**src/tpf_pkg.sv**
```systemverilog
// shared constants, register map and carrier types for the timer
// prescaler and flag block; assumes a 32-bit apb slave and one clock
package tpf_pkg;

   // register indices, byte address is four times the index
   localparam logic [7:0]  TPF_IDX_FLAGS   = 8'h0B;
   localparam logic [7:0]  TPF_IDX_INT_EN  = 8'h0C;
   localparam logic [7:0]  TPF_IDX_GEN_CTL = 8'h23;
   localparam logic [7:0]  TPF_IDX_CLK_CFG = 8'h30;
   localparam logic [11:0] TPF_ADDR_FLAGS   = {2'b00, TPF_IDX_FLAGS, 2'b00};
   localparam logic [11:0] TPF_ADDR_INT_EN  = {2'b00, TPF_IDX_INT_EN, 2'b00};
   localparam logic [11:0] TPF_ADDR_GEN_CTL = {2'b00, TPF_IDX_GEN_CTL, 2'b00};
   localparam logic [11:0] TPF_ADDR_CLK_CFG = {2'b00, TPF_IDX_CLK_CFG, 2'b00};

   // flag and enable bit positions (same in both registers)
   localparam int          TPF_BIT_CAP  = 5;
   localparam int          TPF_BIT_CMPB = 2;
   localparam int          TPF_BIT_CMPA = 1;
   localparam int          TPF_BIT_OVF  = 0;
   localparam logic [7:0]  TPF_FLAG_MASK = 8'h27;
   localparam logic [7:0]  TPF_FLAG_RST  = 8'h00;
   localparam logic [7:0]  TPF_INT_EN_RST = 8'h00;

   // general control bits
   localparam int          TPF_BIT_SYNC_MODE = 7;
   localparam int          TPF_BIT_PRESC_RST = 0;

   // clock configuration fields
   localparam int          TPF_CFG_CS0_LSB  = 0;
   localparam int          TPF_CFG_CS1_LSB  = 4;
   localparam int          TPF_CFG_EDGE_BIT = 7;
   localparam int          TPF_CFG_WGM_LSB  = 8;
   localparam logic [11:0] TPF_CFG_RST      = 12'h000;

   // clock select encodings
   localparam logic [2:0]  TPF_CS_STOP     = 3'h0;
   localparam logic [2:0]  TPF_CS_DIRECT   = 3'h1;
   localparam logic [2:0]  TPF_CS_DIV8     = 3'h2;
   localparam logic [2:0]  TPF_CS_DIV64    = 3'h3;
   localparam logic [2:0]  TPF_CS_DIV256   = 3'h4;
   localparam logic [2:0]  TPF_CS_DIV1024  = 3'h5;
   localparam logic [2:0]  TPF_CS_EXT_FALL = 3'h6;
   localparam logic [2:0]  TPF_CS_EXT_RISE = 3'h7;

   // prescaler width and waveform modes that matter here
   localparam int          TPF_PRESC_W     = 10;
   localparam logic [3:0]  TPF_WGM_NORMAL  = 4'h0;
   localparam logic [3:0]  TPF_WGM_CTC_A   = 4'h4;
   localparam logic [3:0]  TPF_WGM_CTC_ICR = 4'hC;

   // apb request and response
   typedef struct packed {
      logic        psel;
      logic        penable;
      logic        pwrite;
      logic [11:0] paddr;
      logic [31:0] pwdata;
      logic [3:0]  pstrb;
   } tpf_apb_req_s;

   typedef struct packed {
      logic        pready;
      logic [31:0] prdata;
      logic        pslverr;
   } tpf_apb_rsp_s;

   // events from the counting datapath, all on the core clock
   typedef struct packed {
      logic cmp_a_hit;
      logic cmp_b_hit;
      logic force_a;
      logic force_b;
      logic cnt_wrap;
      logic tov_mode_evt;
      logic top_reached;
   } tpf_evt_s;

   // complete state of the top module
   typedef struct packed {
      logic [1:0]             pin_meta;
      logic [1:0]             pin_sync;
      logic [1:0]             pin_prev;
      logic                   cap_meta;
      logic                   cap_sync;
      logic                   cap_prev;
      logic [TPF_PRESC_W-1:0] presc;
      logic [7:0]             flags;
      logic [7:0]             int_en;
      logic                   sync_mode;
      logic                   presc_rst;
      logic [11:0]            cfg;
      logic                   pend_a;
      logic                   pend_b;
      logic [31:0]            rdata;
      logic                   slverr;
      logic                   cap_strobe;
   } tpf_state_s;

   // icr used as top in waveform modes 8, 10, 12 and 14
   function automatic logic tpf_icr_is_top(input logic [3:0] wgm);
      return wgm[3] & ~wgm[0];
   endfunction

   // overflow follows the plain counter wrap in normal and ctc modes
   function automatic logic tpf_wrap_mode(input logic [3:0] wgm);
      return (wgm == TPF_WGM_NORMAL) || (wgm == TPF_WGM_CTC_A) ||
             (wgm == TPF_WGM_CTC_ICR);
   endfunction

   // address compare shared by setup and access decoding
   function automatic logic tpf_addr_is(input logic [11:0] a,
                                        input logic [11:0] b);
      return a == b;
   endfunction

endpackage

```
**src/tpf_tick_sel.sv**
```systemverilog
// per-timer clock source selection from the shared prescaler
// assumes synchronised pin levels and a prescaler count on one clock
`timescale 1ns/10ps

module tpf_tick_sel
(
   input  wire logic [2:0]                     clock_select_in,
   input  wire logic [tpf_pkg::TPF_PRESC_W-1:0] presc_in,
   input  wire logic                           pin_sync_in,
   input  wire logic                           pin_prev_in,
   input  wire logic                           halt_in,
   output logic                                tick_out
);
   import tpf_pkg::*;

   logic tap;   // selected source before the halt gate

   // each timer picks its own tap from the common count
   always_comb
   begin
      tap = 1'b0;
      case (clock_select_in)
         TPF_CS_STOP:     tap = 1'b0;
         TPF_CS_DIRECT:   tap = 1'b1;
         TPF_CS_DIV8:     tap = &presc_in[2:0];
         TPF_CS_DIV64:    tap = &presc_in[5:0];
         TPF_CS_DIV256:   tap = &presc_in[7:0];
         TPF_CS_DIV1024:  tap = &presc_in[9:0];
         // pin edges bypass the divider entirely
         TPF_CS_EXT_FALL: tap = ~pin_sync_in & pin_prev_in;
         TPF_CS_EXT_RISE: tap = pin_sync_in & ~pin_prev_in;
         default:         tap = 1'b0;
      endcase
   end

   // a held prescaler reset halts every source
   assign tick_out = tap & ~halt_in;

endmodule // tpf_tick_sel

```
**src/tpf_timer_flags.sv**
```systemverilog
// timer prescaler, external count synchronisers and timer flags
// assumes an apb master on the core clock and a counting datapath
// that reports compare, wrap and top events as one-cycle pulses
//
// Contract
// - enables gate flags with global interrupt enable
// - capture flag on capture edge or top
// - flags clear by vector or write one
// - compare flags set one timer tick late
// - forced compare never sets a flag
// - overflow flag per waveform mode
// - unused flag and enable bits read zero
// - two timers share one prescaler
// - selects 1..5 give direct and divided clocks
// - prescaler runs free of clock select
// - prescaler reset bit resets prescaler
// - reset bit self-clears outside sync mode
// - sync mode holds reset, halting timers
// - count pin synchronised every core clock
// - selects 6 and 7 count falling, rising edges
// - pin to count latency near three cycles
// - external pin clock is never divided
// - select zero stops the timer
// - pin counts even when driven as output
`timescale 1ns/10ps

module tpf_timer_flags
(
   input  wire logic                  CORE_CLK_IN,
   input  wire logic                  RESETN_IN,
   input  wire tpf_pkg::tpf_apb_req_s APB_REQ_IN,
   output tpf_pkg::tpf_apb_rsp_s      APB_RSP_OUT,
   input  wire tpf_pkg::tpf_evt_s     CNT_EVT_IN,
   input  wire logic [7:0]            VECTOR_ACK_IN,
   input  wire logic                  GLOBAL_INT_EN_IN,
   input  wire logic [1:0]            EXT_COUNT_PIN_IN,
   input  wire logic                  CAPTURE_PIN_IN,
   output logic [1:0]                 TIMER_TICK_OUT,
   output logic                       CAPTURE_STROBE_OUT,
   output logic [3:0]                 WAVEFORM_MODE_OUT,
   output logic [7:0]                 IRQ_OUT
);
   import tpf_pkg::*;

   ////////////////////////////////////////////////////////////////////
   // declarations
   ////////////////////////////////////////////////////////////////////

   tpf_state_s  s;          // registered state
   tpf_state_s  next_s;     // next state
   logic [1:0]  tick;       // timer clock enables, timer 0 and 1
   logic [2:0]  cs0;        // clock select of timer 0
   logic [2:0]  cs1;        // clock select of timer 1
   logic [3:0]  wgm;        // waveform mode of timer 1
   logic        setup;      // apb setup phase
   logic        wr_acc;     // apb write completing now
   logic        wr_gen;     // write to general control now
   logic        cap_edge;   // selected edge on capture pin
   logic        icr_top;    // capture register used as top
   logic [7:0]  set_vec;    // hardware set events, flag layout
   logic [7:0]  clr_vec;    // software and vector clears

   assign cs0 = s.cfg[TPF_CFG_CS0_LSB +: 3];
   assign cs1 = s.cfg[TPF_CFG_CS1_LSB +: 3];
   assign wgm = s.cfg[TPF_CFG_WGM_LSB +: 4];
   assign setup  = APB_REQ_IN.psel & ~APB_REQ_IN.penable;
   assign wr_acc = APB_REQ_IN.psel & APB_REQ_IN.penable &
                   APB_REQ_IN.pwrite;
   assign wr_gen = wr_acc & APB_REQ_IN.pstrb[0] &
                   tpf_addr_is(APB_REQ_IN.paddr, TPF_ADDR_GEN_CTL);

   ////////////////////////////////////////////////////////////////////
   // clock source selection, one per timer
   ////////////////////////////////////////////////////////////////////

   // both timers read the same free-running count
   tpf_tick_sel u_sel0
   (
      .clock_select_in (cs0),
      .presc_in        (s.presc),
      .pin_sync_in     (s.pin_sync[0]),
      .pin_prev_in     (s.pin_prev[0]),
      .halt_in         (s.presc_rst),
      .tick_out        (tick[0])
   );

   tpf_tick_sel u_sel1
   (
      .clock_select_in (cs1),
      .presc_in        (s.presc),
      .pin_sync_in     (s.pin_sync[1]),
      .pin_prev_in     (s.pin_prev[1]),
      .halt_in         (s.presc_rst),
      .tick_out        (tick[1])
   );

   ////////////////////////////////////////////////////////////////////
   // next state
   ////////////////////////////////////////////////////////////////////

   // whole block behaviour in one pass over the state copy
   always_comb
   begin
      next_s   = s;
      set_vec  = 8'h00;
      clr_vec  = 8'h00;
      cap_edge = 1'b0;
      icr_top  = tpf_icr_is_top(wgm);

      // pin synchronisers; the meta stage feeds only the sync stage
      next_s.pin_meta = EXT_COUNT_PIN_IN;
      next_s.pin_sync = s.pin_meta;
      next_s.pin_prev = s.pin_sync;
      next_s.cap_meta = CAPTURE_PIN_IN;
      next_s.cap_sync = s.cap_meta;
      next_s.cap_prev = s.cap_sync;

      // prescaler counts every clock unless its reset bit is set, whatever the selects say
      if (s.presc_rst)
      begin
         next_s.presc = '0;
      end
      else
      begin
         next_s.presc = s.presc + 10'h001;
      end

      // reset bit drops after one cycle unless sync mode holds it
      if (!s.sync_mode)
      begin
         next_s.presc_rst = 1'b0;
      end

      // capture edge, polarity from the config register
      if (s.cfg[TPF_CFG_EDGE_BIT])
      begin
         cap_edge = s.cap_sync & ~s.cap_prev;
      end
      else
      begin
         cap_edge = ~s.cap_sync & s.cap_prev;
      end
      // pin is disconnected while icr defines the top
      next_s.cap_strobe = cap_edge & ~icr_top;
      if (icr_top)
      begin
         set_vec[TPF_BIT_CAP] = CNT_EVT_IN.top_reached;
      end
      else
      begin
         set_vec[TPF_BIT_CAP] = cap_edge;
      end

      // overflow source depends on the waveform mode
      if (tpf_wrap_mode(wgm))
      begin
         set_vec[TPF_BIT_OVF] = CNT_EVT_IN.cnt_wrap;
      end
      else
      begin
         set_vec[TPF_BIT_OVF] = CNT_EVT_IN.tov_mode_evt;
      end

      // a match is remembered and flagged on the next timer tick;
      // forced strobes never arm the pending bit
      if (tick[1])
      begin
         set_vec[TPF_BIT_CMPA] = s.pend_a;
         set_vec[TPF_BIT_CMPB] = s.pend_b;
         next_s.pend_a = CNT_EVT_IN.cmp_a_hit &
                         ~CNT_EVT_IN.force_a;
         next_s.pend_b = CNT_EVT_IN.cmp_b_hit &
                         ~CNT_EVT_IN.force_b;
      end

      // register writes take effect in the access phase
      if (wr_acc && APB_REQ_IN.pstrb[0])
      begin
         if (tpf_addr_is(APB_REQ_IN.paddr, TPF_ADDR_FLAGS))
         begin
            clr_vec = APB_REQ_IN.pwdata[7:0];
         end
         else if (tpf_addr_is(APB_REQ_IN.paddr, TPF_ADDR_INT_EN))
         begin
            next_s.int_en = APB_REQ_IN.pwdata[7:0] &
                            TPF_FLAG_MASK;
         end
         else if (tpf_addr_is(APB_REQ_IN.paddr, TPF_ADDR_GEN_CTL))
         begin
            // writing sync mode low lets the bit self-clear next cycle
            next_s.sync_mode =
               APB_REQ_IN.pwdata[TPF_BIT_SYNC_MODE];
            next_s.presc_rst =
               APB_REQ_IN.pwdata[TPF_BIT_PRESC_RST];
         end
         else if (tpf_addr_is(APB_REQ_IN.paddr, TPF_ADDR_CLK_CFG))
         begin
            next_s.cfg[7:0] = APB_REQ_IN.pwdata[7:0];
         end
      end
      // upper config lane carries the waveform mode
      if (wr_acc && APB_REQ_IN.pstrb[1] &&
          tpf_addr_is(APB_REQ_IN.paddr, TPF_ADDR_CLK_CFG))
      begin
         next_s.cfg[11:8] = APB_REQ_IN.pwdata[11:8];
      end

      // vector entry clears as a write-one would
      clr_vec = clr_vec | VECTOR_ACK_IN;
      // set is applied last so a coincident clear cannot lose it
      next_s.flags = ((s.flags & ~clr_vec) | set_vec) &
                     TPF_FLAG_MASK;

      // read data is fetched in the setup phase so it leaves a flop
      if (setup)
      begin
         next_s.slverr = 1'b0;
         if (tpf_addr_is(APB_REQ_IN.paddr, TPF_ADDR_FLAGS))
         begin
            next_s.rdata = {24'h00_0000,
                            s.flags & TPF_FLAG_MASK};
         end
         else if (tpf_addr_is(APB_REQ_IN.paddr, TPF_ADDR_INT_EN))
         begin
            next_s.rdata = {24'h00_0000,
                            s.int_en & TPF_FLAG_MASK};
         end
         else if (tpf_addr_is(APB_REQ_IN.paddr, TPF_ADDR_GEN_CTL))
         begin
            next_s.rdata = {24'h00_0000, s.sync_mode, 6'h00,
                            s.presc_rst};
         end
         else if (tpf_addr_is(APB_REQ_IN.paddr, TPF_ADDR_CLK_CFG))
         begin
            next_s.rdata = {20'h0_0000, s.cfg};
         end
         else
         begin
            // unmapped: zero data and an error response
            next_s.rdata  = 32'h0000_0000;
            next_s.slverr = 1'b1;
         end
      end
   end

   ////////////////////////////////////////////////////////////////////
   // state register
   ////////////////////////////////////////////////////////////////////

   // all state resets to constants
   always_ff @(posedge CORE_CLK_IN or negedge RESETN_IN)
   begin
      if (!RESETN_IN)
      begin
         s            <= '0;
         s.flags      <= TPF_FLAG_RST;
         s.int_en     <= TPF_INT_EN_RST;
         s.cfg        <= TPF_CFG_RST;
         s.rdata      <= 32'h0000_0000;
      end
      else
      begin
         s <= next_s;
      end
   end

   ////////////////////////////////////////////////////////////////////
   // outputs
   ////////////////////////////////////////////////////////////////////

   // zero-wait slave: every access completes in its first access cycle
   assign APB_RSP_OUT.pready  = 1'b1;
   assign APB_RSP_OUT.prdata  = s.rdata;
   assign APB_RSP_OUT.pslverr = s.slverr;

   assign TIMER_TICK_OUT     = tick;
   assign CAPTURE_STROBE_OUT = s.cap_strobe;
   assign WAVEFORM_MODE_OUT  = wgm;

   // request needs flag, its enable and the global enable
   assign IRQ_OUT = s.flags & s.int_en & TPF_FLAG_MASK &
                    {8{GLOBAL_INT_EN_IN}};

   ////////////////////////////////////////////////////////////////////
   // assertions
   ////////////////////////////////////////////////////////////////////

   a_set_beats_clear: assert property (
      @(posedge CORE_CLK_IN) disable iff (!RESETN_IN)
      (set_vec != 8'h00) |=>
         ((s.flags & $past(set_vec)) == $past(set_vec)))
      else $error("hardware flag set was lost");

   a_reserved_read_zero: assert property (
      @(posedge CORE_CLK_IN) disable iff (!RESETN_IN)
      (setup && (tpf_addr_is(APB_REQ_IN.paddr, TPF_ADDR_FLAGS) ||
                 tpf_addr_is(APB_REQ_IN.paddr, TPF_ADDR_INT_EN)))
      |=> (s.rdata[7:6] == 2'b00) && (s.rdata[4:3] == 2'b00))
      else $error("reserved flag or enable bits read nonzero");

   a_presc_autoclear: assert property (
      @(posedge CORE_CLK_IN) disable iff (!RESETN_IN)
      (s.presc_rst && !s.sync_mode && !wr_gen) |=>
         (!s.presc_rst && (s.presc == 10'h000)))
      else $error("prescaler reset did not self-clear");

   a_sync_hold: assert property (
      @(posedge CORE_CLK_IN) disable iff (!RESETN_IN)
      (s.presc_rst && s.sync_mode && !wr_gen) |=>
         (s.presc_rst && (s.presc == 10'h000) && (tick == 2'b00)))
      else $error("sync mode failed to hold the prescaler");

   a_cmp_flag_late: assert property (
      @(posedge CORE_CLK_IN) disable iff (!RESETN_IN)
      $rose(s.flags[TPF_BIT_CMPA]) |->
         ($past(s.pend_a) && $past(tick[1])))
      else $error("compare flag set without a pending match");

   a_force_no_flag: assert property (
      @(posedge CORE_CLK_IN) disable iff (!RESETN_IN)
      (tick[1] && CNT_EVT_IN.force_b) |=> !s.pend_b)
      else $error("forced compare armed the match flag");

   a_irq_gated: assert property (
      @(posedge CORE_CLK_IN) disable iff (!RESETN_IN)
      (IRQ_OUT != 8'h00) |->
         (GLOBAL_INT_EN_IN && ((IRQ_OUT & ~s.int_en) == 8'h00)))
      else $error("interrupt request without its enables");

   // a prescaler reset inside the window restarts the count, so only
   // undisturbed windows of eight cycles are held to the period
   a_div8_tap: assert property (
      @(posedge CORE_CLK_IN) disable iff (!RESETN_IN)
      (cs1 == TPF_CS_DIV8 && tick[1]) ##1
         (cs1 == TPF_CS_DIV8 && !s.presc_rst) [*8] |-> tick[1])
      else $error("divide by eight tap period is wrong");

   a_stop_no_tick: assert property (
      @(posedge CORE_CLK_IN) disable iff (!RESETN_IN)
      (cs0 == TPF_CS_STOP) |-> !tick[0])
      else $error("stopped timer received a tick");

   a_ext_latency: assert property (
      @(posedge CORE_CLK_IN) disable iff (!RESETN_IN)
      ($rose(EXT_COUNT_PIN_IN[1]) && cs1 == TPF_CS_EXT_RISE) |->
         ##2 (tick[1] || s.presc_rst || cs1 != TPF_CS_EXT_RISE))
      else $error("external edge tick came at the wrong cycle");

endmodule // tpf_timer_flags
```
**config.mk**
```make
export PLATFORM = sky130hd
export DESIGN_NAME = tpf_timer_flags
export DESIGN_NICKNAME = d
export VERILOG_FILES = /design/src/tpf_pkg.sv /design/src/tpf_tick_sel.sv /design/src/tpf_timer_flags.sv
export SDC_FILE = /design/constraint.sdc
export NUM_CORES = 1
export LEC_CHECK = 0
export ABC_CLOCK_PERIOD_IN_PS = 6000
export BUFFER_PORTS_ARGS = -buffer_cell sky130_fd_sc_hd__buf_2
export CORE_UTILIZATION = 52
export DETAILED_ROUTE_END_ITERATION = 10
export PLACE_DENSITY = 0.92
export SYNTH_ARGS = -nofsm -noshare
export SYNTH_HDL_FRONTEND = slang
export SYNTH_SLANG_ARGS = --single-unit
```
**constraint.sdc**
```tcl
create_clock -name CORE_CLK_IN -period 6 [get_ports CORE_CLK_IN]
set_input_delay 0.3 -clock CORE_CLK_IN [delete_from_list [all_inputs] [get_ports CORE_CLK_IN]]
set_output_delay 0.3 -clock CORE_CLK_IN [all_outputs]
set_load 0.05 [all_outputs]
```
==> reports/qor.yml, run 1 <==
routing:
  wl_per_cell_um: 15.24
  vias_per_cell: 5.347
  drt_iter0_markers: 148
  route.detailed.drc: 0
  firstDrtPassIters: 4
  routed_wl_mm: 6.112
  antenna_left: 0
  vias: 2144
setup_path:
  crit_fanout: 5
  crit_path_end_kind: "primary output"
  critPathArrivalTime_ns: 2.37
  cp.required_ns: 5.70
  startpoint_type: "register"
  crit_type: "register to primary output"
  r2r_cells: 6
clocking:
  cts_resized: 0
  cts-root-buf: "clkbuf_8"
  clk_latency_ns: 0.34
  post-cts-setup-buffers: 0
  cts_tree: "yes"
  cts_sinks: 57
  clk_path_buf_depth: 2
  cts_max_level: 3
  cts_buffers: 9
  cts_hold_buf: 0
  clk_pin_slew_worst_paths_ns: 0.06
synthesis:
  yosysWarnings: 0
  netlist_instances: 270
  avgSynthCellArea_um2: 10.75
  synthFlopType: "dfrtp_1"
  synthArstFlopShare_pct: 100.0
  synth-edff-count: 0
  yosysSeqAreaShare_pct: 49.16
  synthDistinctLibCells: 50
  synth_area_um2: 2902
  synth-seq-cells: 57
cells_and_area:
  n_antenna_cell: 0
  fin_cells: 401
  areaGrowthSynthToFinish_pct: 11.77
  nFillCells: 440
  multi_input_area_um2: 1194
  regArea_um2: 1426
  nets: 401
  drive_above_1_share_pct: 31.12
power:
  combPwrFrac_pct: 9.7
  ir_drop_v: 0.0001565
  p_seq_share_pct: 51.2
  pwr_density_cell_nw_per_um2: 237.0
  switchingPower_w: 0.0002029
  switching_share_pct: 26.40
  pwr-share-clk_pct: 39.2
  p_int_w: 0.0005657
  fin_total_pwr_w: 0.0007687
  p_leak_nw: 1.648
timing:
  finalSetupViolCount: 0
  worst_pin_slew_ns: 0.6888
  drv_slew: 0
  fin_crit_sh_pct: 44.48
  fin_ws_ns: 3.331
  holdWs_ns: 0.06737
  skew_ns: 0.007739
  setup_tns_ns: 0
  rsz0062_at_grt: "false"
  max_freq_mhz: 374.7
  hold_viol: 0
  max-slew-margin-rel_pct: 54.08
  fin_crit_ns: 2.669
die:
  die_h_um: 76.70
  core_um2: 5238
  num_io_pins: 121
  start_util_pct: 55.40
  num_rows: 26
  die-width_um: 76.70
  dieArea_um2: 5883
min_path:
  hold_class: "input pin to register"
  worstHoldPathCells: 1
run:
  cap_violations: 0
placed_design:
  dp_hpwl_mm: 4.518
  io_buffers: 69
  post-place-ws_ns: 3.680
  globalplace.congestion: 0.8336
  dp_cells: 386
grt:
  overflow: 0
  grt_max_degree: 58
  globalRouteTotalUtil_pct: 22.17
  grt_pass1_wl_mm: 9.846
  grt_pass1_vias: 2081
  antenna_found_initial: 0
outcome:
  status: "finished clean"
[area by class of cell]
cell class,count,area share [%]
Inverter,7,0.8102
Tap cell,70,2.701
Multi-Input combinational cell,182,36.81
Sequential cell,57,43.98
Clock buffer,15,4.823
Timing Repair Buffer,70,10.88
[state kept, by name, summed over array words and instances, names as in the netlist]
name                cells
APB_RSP_OUT            13
cs1                     3
s                      27
next_s                  6
cs0                     3
CAPTURE_STROBE_OUT      1
WAVEFORM_MODE_OUT       4
[placed cells by master (no fill, tap or decap), drive strengths merged, types with 8 or more instances in the layout]
master / count
conb: 25
dfrtp: 57
and3: 8
mux2: 17
o21ai: 9
nand2: 21
nor2: 22
nand3: 8
buf: 70
clkbuf: 15
[Yosys cell counts, types with 2 or more instances]
| master | number | area (um^2) |
|---|---|---|
| xor2_1 | 5 | 43.79 |
| a21oi_1 | 7 | 35.03 |
| dfrtp_1 | 57 | 1426 |
| conb_1 | 2 | 7.510 |
| ha_1 | 2 | 25.02 |
| a22o_1 | 7 | 61.31 |
| a211o_1 | 2 | 17.52 |
| nand2b_1 | 5 | 31.28 |
| nor2_1 | 21 | 78.83 |
| buf_4 | 44 | 330.3 |
| xnor2_1 | 2 | 17.52 |
| nand2_1 | 20 | 75.07 |
| mux2_2 | 11 | 123.9 |
| nor2b_1 | 7 | 43.79 |
| nor3_1 | 2 | 10.01 |
| a32o_2 | 2 | 22.52 |
| clkbuf_1 | 3 | 11.26 |
| mux2_4 | 2 | 30.03 |
| nand3_1 | 7 | 35.03 |
| mux2_1 | 4 | 45.04 |
| inv_1 | 7 | 26.28 |
| a222oi_1 | 3 | 30.03 |
| nor3_2 | 2 | 20.02 |
| a221oi_1 | 2 | 17.52 |
| nand4b_1 | 2 | 17.52 |
| o21ai_0 | 9 | 45.04 |
| and4_1 | 2 | 17.52 |
| nand4_1 | 2 | 12.51 |
| and3_1 | 8 | 50.05 |
[final timing paths]
kind,slack (ns),startpoint,to
worst max-delay path,3.33,s[66],TIMER_TICK_OUT[1]
worst min-delay path,0.07,CAPTURE_PIN_IN,next_s[77]
worst max register to register,3.86,s[66],s[34]
worst min register to register,0.35,next_s[82],next_s[80]
max in group asynchronous,5.45,RESETN_IN,APB_RSP_OUT[5]
min in group asynchronous,0.09,RESETN_IN,s[43]
[through the flow]
step / util, % / cell area [um^2]
finish: 61.92 / 3243
global route: 61.92 / 3243
CTS: 61.92 / 3243
detailed placement: 58.93 / 3087
global placement: 58.93 / 3087
floorplan: - / 2988
[power by group through the flow]
stage / registers (W) / clock network [W] / logic (W)
floorplan: 0.000400 / 0 / 0.0000581
global placement: 0.000400 / 0 / 0.0000725
detailed placement: 0.000400 / 0 / 0.0000742
CTS: 0.000393 / 0.000301 / 0.0000743
global route: 0.000394 / 0.000320 / 0.0000799
finish: 0.000393 / 0.000301 / 0.0000743
[layer usage]
layer / share of wire, % / vias up / GRT usage [%]
li1: - / 991 / -
met1: 43 / 1009 / 27.74
met2: 46 / 123 / 33.48
met3: 7.5 / 21 / 6.667
met4: 3.4 / 0 / 13.85
met5: 0 / - / 0
[cell families (layout without fill, tap and decap cells)]
group / count (synthesis) / count (layout) / synth area share [%]
AOI/OAI and AO/OA: 40 / 40 / 10.82
xor gates and xnor gates: 7 / 7 / 2.113
adders and majority gates: 2 / 2 / 0.8623
buffers and inverters: 54 / 92 / 12.68
DFF: 57 / 57 / 49.16
muxes: 18 / 18 / 7.201
other: 2 / 25 / 0.2588
and+or+nand+nor: 90 / 90 / 16.90
[worst max-delay path, cell delays in order, from the launching register on]
cell and delay, ns:
dfrtp_1 0.40, ha_1 0.21, nand3_2 0.13, or2_4 0.30
o31a_1 0.31, o32ai_4 0.36, buf_2 0.34
Power figures use the tool's default switching activity.
==> run 2: changes to the inputs <==
- ABC_CLOCK_PERIOD_IN_PS: 6000 -> 2600
- CORE_UTILIZATION: 52 -> 48
- PLACE_DENSITY: 0.92 -> 0.86
- clock period: 6 -> 2.6 ns (I/O delays scaled with it)
==> reports/qor.yml, run 2 (same netlist as run 1, synthesis figures left out) <==
run:
  cap_violations: 0  # unchanged
die:
  dieArea_um2: 6360  # was 5883 um^2
  die-width_um: 79.75  # was 76.70 um
  die_h_um: 79.75  # was 76.70 um
  core_um2: 5675  # was 5238 um^2
  num_rows: 27  # was 26
  start_util_pct: 51.12  # was 55.40%
  num_io_pins: 121  # unchanged
routing:
  drt_iter0_markers: 191  # was 148
  wl_per_cell_um: 14.32  # was 15.24 um
  vias: 2099  # was 2144
  antenna_left: 0  # unchanged
  route.detailed.drc: 0  # unchanged
  routed_wl_mm: 5.870  # was 6.112 mm
  firstDrtPassIters: 4  # unchanged
  vias_per_cell: 5.120  # was 5.347
timing:
  fin_crit_ns: 2.411
  fin_crit_sh_pct: 92.73
  hold_viol: 0  # unchanged
  max-slew-margin-rel_pct: 32.87  # was 54.08%
  skew_ns: 0.008778  # was 0.007739 ns
  rsz0062_at_grt: "false"  # unchanged
  fin_ws_ns: 0.1890  # was 3.331 ns
  worst_pin_slew_ns: 1.007  # was 0.6888 ns
  drv_slew: 0  # unchanged
  max_freq_mhz: 414.8
  holdWs_ns: 0.01376  # was 0.06737 ns
  setup_tns_ns: 0  # unchanged
  finalSetupViolCount: 0  # unchanged
cells_and_area:
  utilization_pct: 58.82  # was 61.92%
  fin_cells: 410  # was 401
  n_antenna_cell: 0  # unchanged
  final_common_cell: "buf_2"  # unchanged
  top_register: "s"  # unchanged
  drive_above_1_share_pct: 31.36  # was 31.12%
  largest_reg_flops: 27  # unchanged
  layout_common_cells: "buf_2 (68), dfrtp_1 (57), conb_1 (25)"  # was buf_2 (69), dfrtp_1 (57), conb_1 (25)
  areaGrowthSynthToFinish_pct: 15.05  # was 11.77%
  nFillCells: 466  # was 440
  nets: 408  # was 401
outcome:
  status: "finished clean"  # unchanged
setup_path:
  cp_slowest_cell: "dfrtp_1"  # unchanged
  cp.required_ns: 2.47  # was 5.70 ns
  cp_cell_sequence: "ha_1 -> nand3_2 -> or2_4 -> o31a_1 -> o32ai_4 -> buf_4"  # was ha_1 -> nand3_2 -> or2_4 -> o31a_1 -> o32ai_4 -> buf_2
  crit_family: "compound AO/OA/AOI/OAI gates"  # unchanged
  critical_path.max_stage_delay_ns: 0.39  # was 0.40 ns
  crit_type: "register to primary output"  # unchanged
  crit_path_end_kind: "primary output"  # unchanged
  cp-startpoint: "s[66]"  # unchanged
  critPathArrivalTime_ns: 2.28  # was 2.37 ns
  crit_end: "TIMER_TICK_OUT[1]"  # unchanged
  reg2reg_from: "s[66]"  # unchanged
  startpoint_type: "register"  # unchanged
  r2r_setup_slack_ns: 0.48  # was 3.86 ns
  reg2reg_to: "s[35]"  # was s[34]
  worstSetupPathDepth: 6  # unchanged
  crit_fanout: 5  # unchanged
  path_buf_inv: 1  # unchanged
  r2r_cells: 6  # unchanged
grt:
  globalRouteTotalUtil_pct: 20.25  # was 22.17%
  overflow: 0  # unchanged
  antenna_found_initial: 0  # unchanged
  grt_max_degree: 48  # was 58
  grt_pass1_wl_mm: 9.480  # was 9.846 mm
  grt_pass1_vias: 2046  # was 2081
placed_design:
  dp_cells: 388  # was 386
  post-place-ws_ns: 0.4667  # was 3.680 ns
  globalplace.congestion: 0.8952  # was 0.8336
  dp_hpwl_mm: 4.414  # was 4.518 mm
  io_buffers: 69  # unchanged
power:
  p_leak_nw: 1.692  # was 1.648 nW
  switching_share_pct: 25.34  # was 26.40%
  p_int_w: 0.001376  # was 0.0005657 W
  switchingPower_w: 0.0004671  # was 0.0002029 W
  p_seq_share_pct: 49.2  # was 51.2%
  combPwrFrac_pct: 9.7  # about the same
  ir_drop_v: 0.0002716  # was 0.0001565 V
  pwr_density_cell_nw_per_um2: 552.1  # was 237.0 nW/um^2
  pwr-share-clk_pct: 41.0  # was 39.2%
clocking:
  cts_tree: "yes"  # unchanged
  cts_max_level: 3  # unchanged
  cts-root-buf: "clkbuf_8"  # unchanged
  clk_pin_slew_worst_paths_ns: 0.06  # about the same
  cts_sinks: 57  # unchanged
  clk_latency_ns: 0.34  # about the same
  cts_buffers: 9  # unchanged
  clk_path_buf_depth: 2  # unchanged
min_path:
  worstHoldPathCells: 3  # was 1
  hold_class: "input pin to register"  # unchanged
-- run 2: cell count changes in the layout (fill, tap and decap cells not counted), sizes merged --
| cell | before | now |
|---|---|---|
| clkbuf | 15 | 11 |
| dlygate4sd3 | 0 | 7 |
| bufinv | 0 | 1 |
| clkinv | 0 | 3 |
-- run 2: worst min-delay path by stage --
stage / startpoint / endpoint / slack, ns
2_1_floorplan: RESETN_IN / APB_RSP_OUT[0] / -0.17
3_3_place_gp: EXT_COUNT_PIN_IN[0] / next_s[81] / 0.24
3_5_place_dp: CAPTURE_PIN_IN / next_s[77] / 0.24
4_1_cts: APB_REQ_IN[14] / WAVEFORM_MODE_OUT[2] / 0.004
5_1_grt: APB_REQ_IN[12] / WAVEFORM_MODE_OUT[0] / 0.02
6_report: APB_REQ_IN[14] / WAVEFORM_MODE_OUT[2] / 0.01
-- run 2: repair_timing --
action                                  CTS  global route
hold endpoints to repair                 51             0
buffers inserted                          0             0
resized for setup                         0             2
endpoints found under the setup margin    0             1
hold buffers                              7             0
-- run 2: per-layer routing --
layer	vias to the layer above	track usage, %	routed length (um)
li1	1005	-	-
met1	999	24.78	2598
met2	84	32.56	2778
met3	11	6.171	371
met4	0	9.643	121
met5	-	0	0
-- run 2: cell type report --
class / count / area, um^2 / share of cell area (%)
Inverter: 7 / 26.28 / 0.7871
Tap cell: 72 / 90.09 / 2.699
Clock buffer: 11 / 131.4 / 3.936
Multi-Input combinational cell: 182 / 1194 / 35.76
Sequential cell: 57 / 1426 / 42.73
Clock inverter: 4 / 45.04 / 1.349
Timing Repair Buffer: 77 / 425.4 / 12.74
-- run 2: worst min-delay path: cells and delay by family --
kind	cells	cell delay [ns]
AOI/OAI and AO/OA	1	0.07
and+or+nand+nor	1	0.04
buffers and inverters	1	0.07
-- run 2: power by group through the flow --
stage | sequential (W) | combinational (W) | clock [W]
after floorplan | 0.000923 | 0.000134 | 0
after global placement | 0.000923 | 0.000168 | 0
after detailed placement | 0.000924 | 0.000171 | 0
after CTS | 0.000908 | 0.000180 | 0.000773
after global routing | 0.000909 | 0.000193 | 0.000820
final | 0.000907 | 0.000179 | 0.000756
-- run 2: through the flow --
stage	power, W	instance area (um^2)
after CTS	0.001861	3336
after detailed placement	0.001095	3089
after floorplan	0.001057	2988
final	0.001843	3338
after global routing	0.001921	3338
after global placement	0.001091	3089
==> run 3: changes to the inputs <==
- ABC_CLOCK_PERIOD_IN_PS: 2600 -> 2800
- CORE_UTILIZATION: 48 -> 52
- PLACE_DENSITY: 0.86 -> 0.92
- clock period: 2.6 -> 2.8 ns (I/O delays scaled with it)
==> reports/qor.yml, run 3 (same netlist as run 1, synthesis figures left out) <==
clocking:
  cts-root-buf: "clkbuf_8"  # unchanged
  cts_resized: 0  # unchanged
  cts_buffers: 9  # unchanged
  clk_path_buf_depth: 2  # unchanged
  post-cts-setup-buffers: 0  # unchanged
  cts_hold_buf: 4  # was 7
  cts_tree: "yes"  # unchanged
  clk_pin_slew_worst_paths_ns: 0.06  # about the same
  cts_sinks: 57  # unchanged
  cts_max_level: 3  # unchanged
  clk_latency_ns: 0.33  # was 0.34 ns
power:
  pwr-share-clk_pct: 41.8  # was 41.0%
  pwr_density_cell_nw_per_um2: 521.0  # was 552.1 nW/um^2
  ir_drop_v: 0.0004187  # was 0.0002716 V
  switchingPower_w: 0.0004408  # was 0.0004671 W
  p_leak_nw: 1.689  # was 1.692 nW
  switching_share_pct: 25.49  # was 25.34%
  p_seq_share_pct: 48.7  # was 49.2%
  combPwrFrac_pct: 9.5  # was 9.7%
  p_int_w: 0.001289  # was 0.001376 W
placed_design:
  dp_cells: 386  # was 388
  dpl_cell_area_um2: 3087  # was 3089 um^2
  dp_hpwl_mm: 4.445  # was 4.414 mm
  globalplace.congestion: 0.8458  # was 0.8952
  io_buffers: 69  # unchanged
outcome:
  status: "finished clean"  # unchanged
routing:
  wl_per_cell_um: 14.91  # was 14.32 um
  antenna_left: 0  # unchanged
  route.detailed.drc: 0  # unchanged
  drt_iter0_markers: 151  # was 191
  vias_per_cell: 5.333  # was 5.120
  firstDrtPassIters: 6  # was 4
  routed_wl_mm: 6.053  # was 5.870 mm
  vias: 2165  # was 2099
timing:
  hold_viol: 0  # unchanged
  max_freq_mhz: 406.7
  fin_crit_sh_pct: 87.81
  setup_tns_ns: 0  # unchanged
  worst_pin_slew_ns: 0.7038  # was 1.007 ns
  rsz0062_at_grt: "false"  # unchanged
  skew_ns: 0.007308  # was 0.008778 ns
  drv_slew: 0  # unchanged
  finalSetupViolCount: 0  # unchanged
  fin_crit_ns: 2.459
  max-slew-margin-rel_pct: 53.08  # was 32.87%
cells_and_area:
  areaGrowthSynthToFinish_pct: 14.40  # was 15.05%
  nets: 405  # was 408
  layout_common_cells: "buf_2 (69), dfrtp_1 (57), conb_1 (25)"  # was buf_2 (68), dfrtp_1 (57), conb_1 (25)
  largest_reg_flops: 27  # unchanged
  final_common_cell: "buf_2"  # unchanged
  final_area_um2: 3319  # was 3338 um^2
  n_antenna_cell: 0  # unchanged
  fin_cells: 406  # was 410
  top_register: "s"  # unchanged
  drive_above_1_share_pct: 32.14  # was 31.36%
die:
  num_rows: 26  # was 27
  die-width_um: 76.70  # was 79.75 um
  die_h_um: 76.70  # was 79.75 um
  start_util_pct: 55.40  # was 51.12%
  num_io_pins: 121  # unchanged
  dieArea_um2: 5883  # was 6360 um^2
  core_um2: 5238  # was 5675 um^2
setup_path:
  critPathArrivalTime_ns: 2.32  # was 2.28 ns
  crit_fanout: 5  # unchanged
  cp.required_ns: 2.66  # was 2.47 ns
  startpoint_type: "register"  # unchanged
  crit_type: "register to primary output"  # unchanged
  crit_path_end_kind: "primary output"  # unchanged
grt:
  antenna_found_initial: 0  # unchanged
  grt_pass1_vias: 1991  # was 2046
  grt_max_degree: 58  # was 48
  overflow: 0  # unchanged
  globalRouteTotalUtil_pct: 21.76  # was 20.25%
  grt_pass1_wl_mm: 9.673  # was 9.480 mm
run:
  cap_violations: 0  # unchanged
min_path:
  hold_class: "input pin to register"  # unchanged
[run 3: power groups by stage]
stage	Combinational, W	Sequential [W]	Clock (W)
3_5_place_dp	0.000160	0.000857	0
2_1_floorplan	0.000125	0.000857	0
3_3_place_gp	0.000156	0.000857	0
6_report	0.000164	0.000843	0.000723
4_1_cts	0.000165	0.000843	0.000735
5_1_grt	0.000176	0.000843	0.000767
[run 3: path summary, 6_finish.rpt]
check	cells after the start	slack (ns)	to	from
hold / removal	2	0.02	s[63]	CNT_EVT_IN[0]
hold reg to reg	0	0.35	next_s[79]	next_s[81]
setup reg to reg	6	0.70	s[34]	s[66]
max in group asynchronous	3	1.85	s[52]	RESETN_IN
setup / recovery	6	0.34	TIMER_TICK_OUT[1]	s[66]
min in group asynchronous	3	0.46	WAVEFORM_MODE_OUT[3]	RESETN_IN
[run 3: cell type report]
class | instances | area, um^2
timing repair buffer | 74 | 392.9
clock buffer | 14 | 182.7
fill | 428 | 1918
tap | 70 | 87.58
sequential | 57 | 1426
inverter | 7 | 26.28
multi-input combinational | 182 | 1194
clock inverter | 2 | 10.01
[run 3: worst max-delay path: stages (launching register included)]
cell     delay [ns]
dfrtp_1        0.38
ha_1           0.21
nand3_2        0.12
or2_4          0.29
o31a_1         0.31
o32ai_4        0.35
buf_2          0.34
[run 3: per-layer routing]
metal | GRT usage (%) | share of wire (%) | vias to the layer above
li1 | - | - | 1002
met1 | 27.72 | 42 | 1032
met2 | 33.30 | 48 | 117
met3 | 5.595 | 7.4 | 14
met4 | 13.08 | 2.2 | 0
met5 | 0 | 0 | -
[run 3: per-stage QoR]
step | util (%) | setup slack (ns) | hold WS, ns | total power (W)
final | 63.38 | 0.3415 | 0.02429 | 0.001729
after detailed placement | 58.93 | 0.6969 | 0.2507 | 0.001017
after global placement | 58.93 | 0.7030 | 0.2478 | 0.001012
after floorplan | - | 0.8350 | -0.1556 | 0.0009818
after CTS | 63.38 | 0.3255 | 0.01460 | 0.001742
after global routing | 63.38 | 0.1762 | 0.01777 | 0.001785
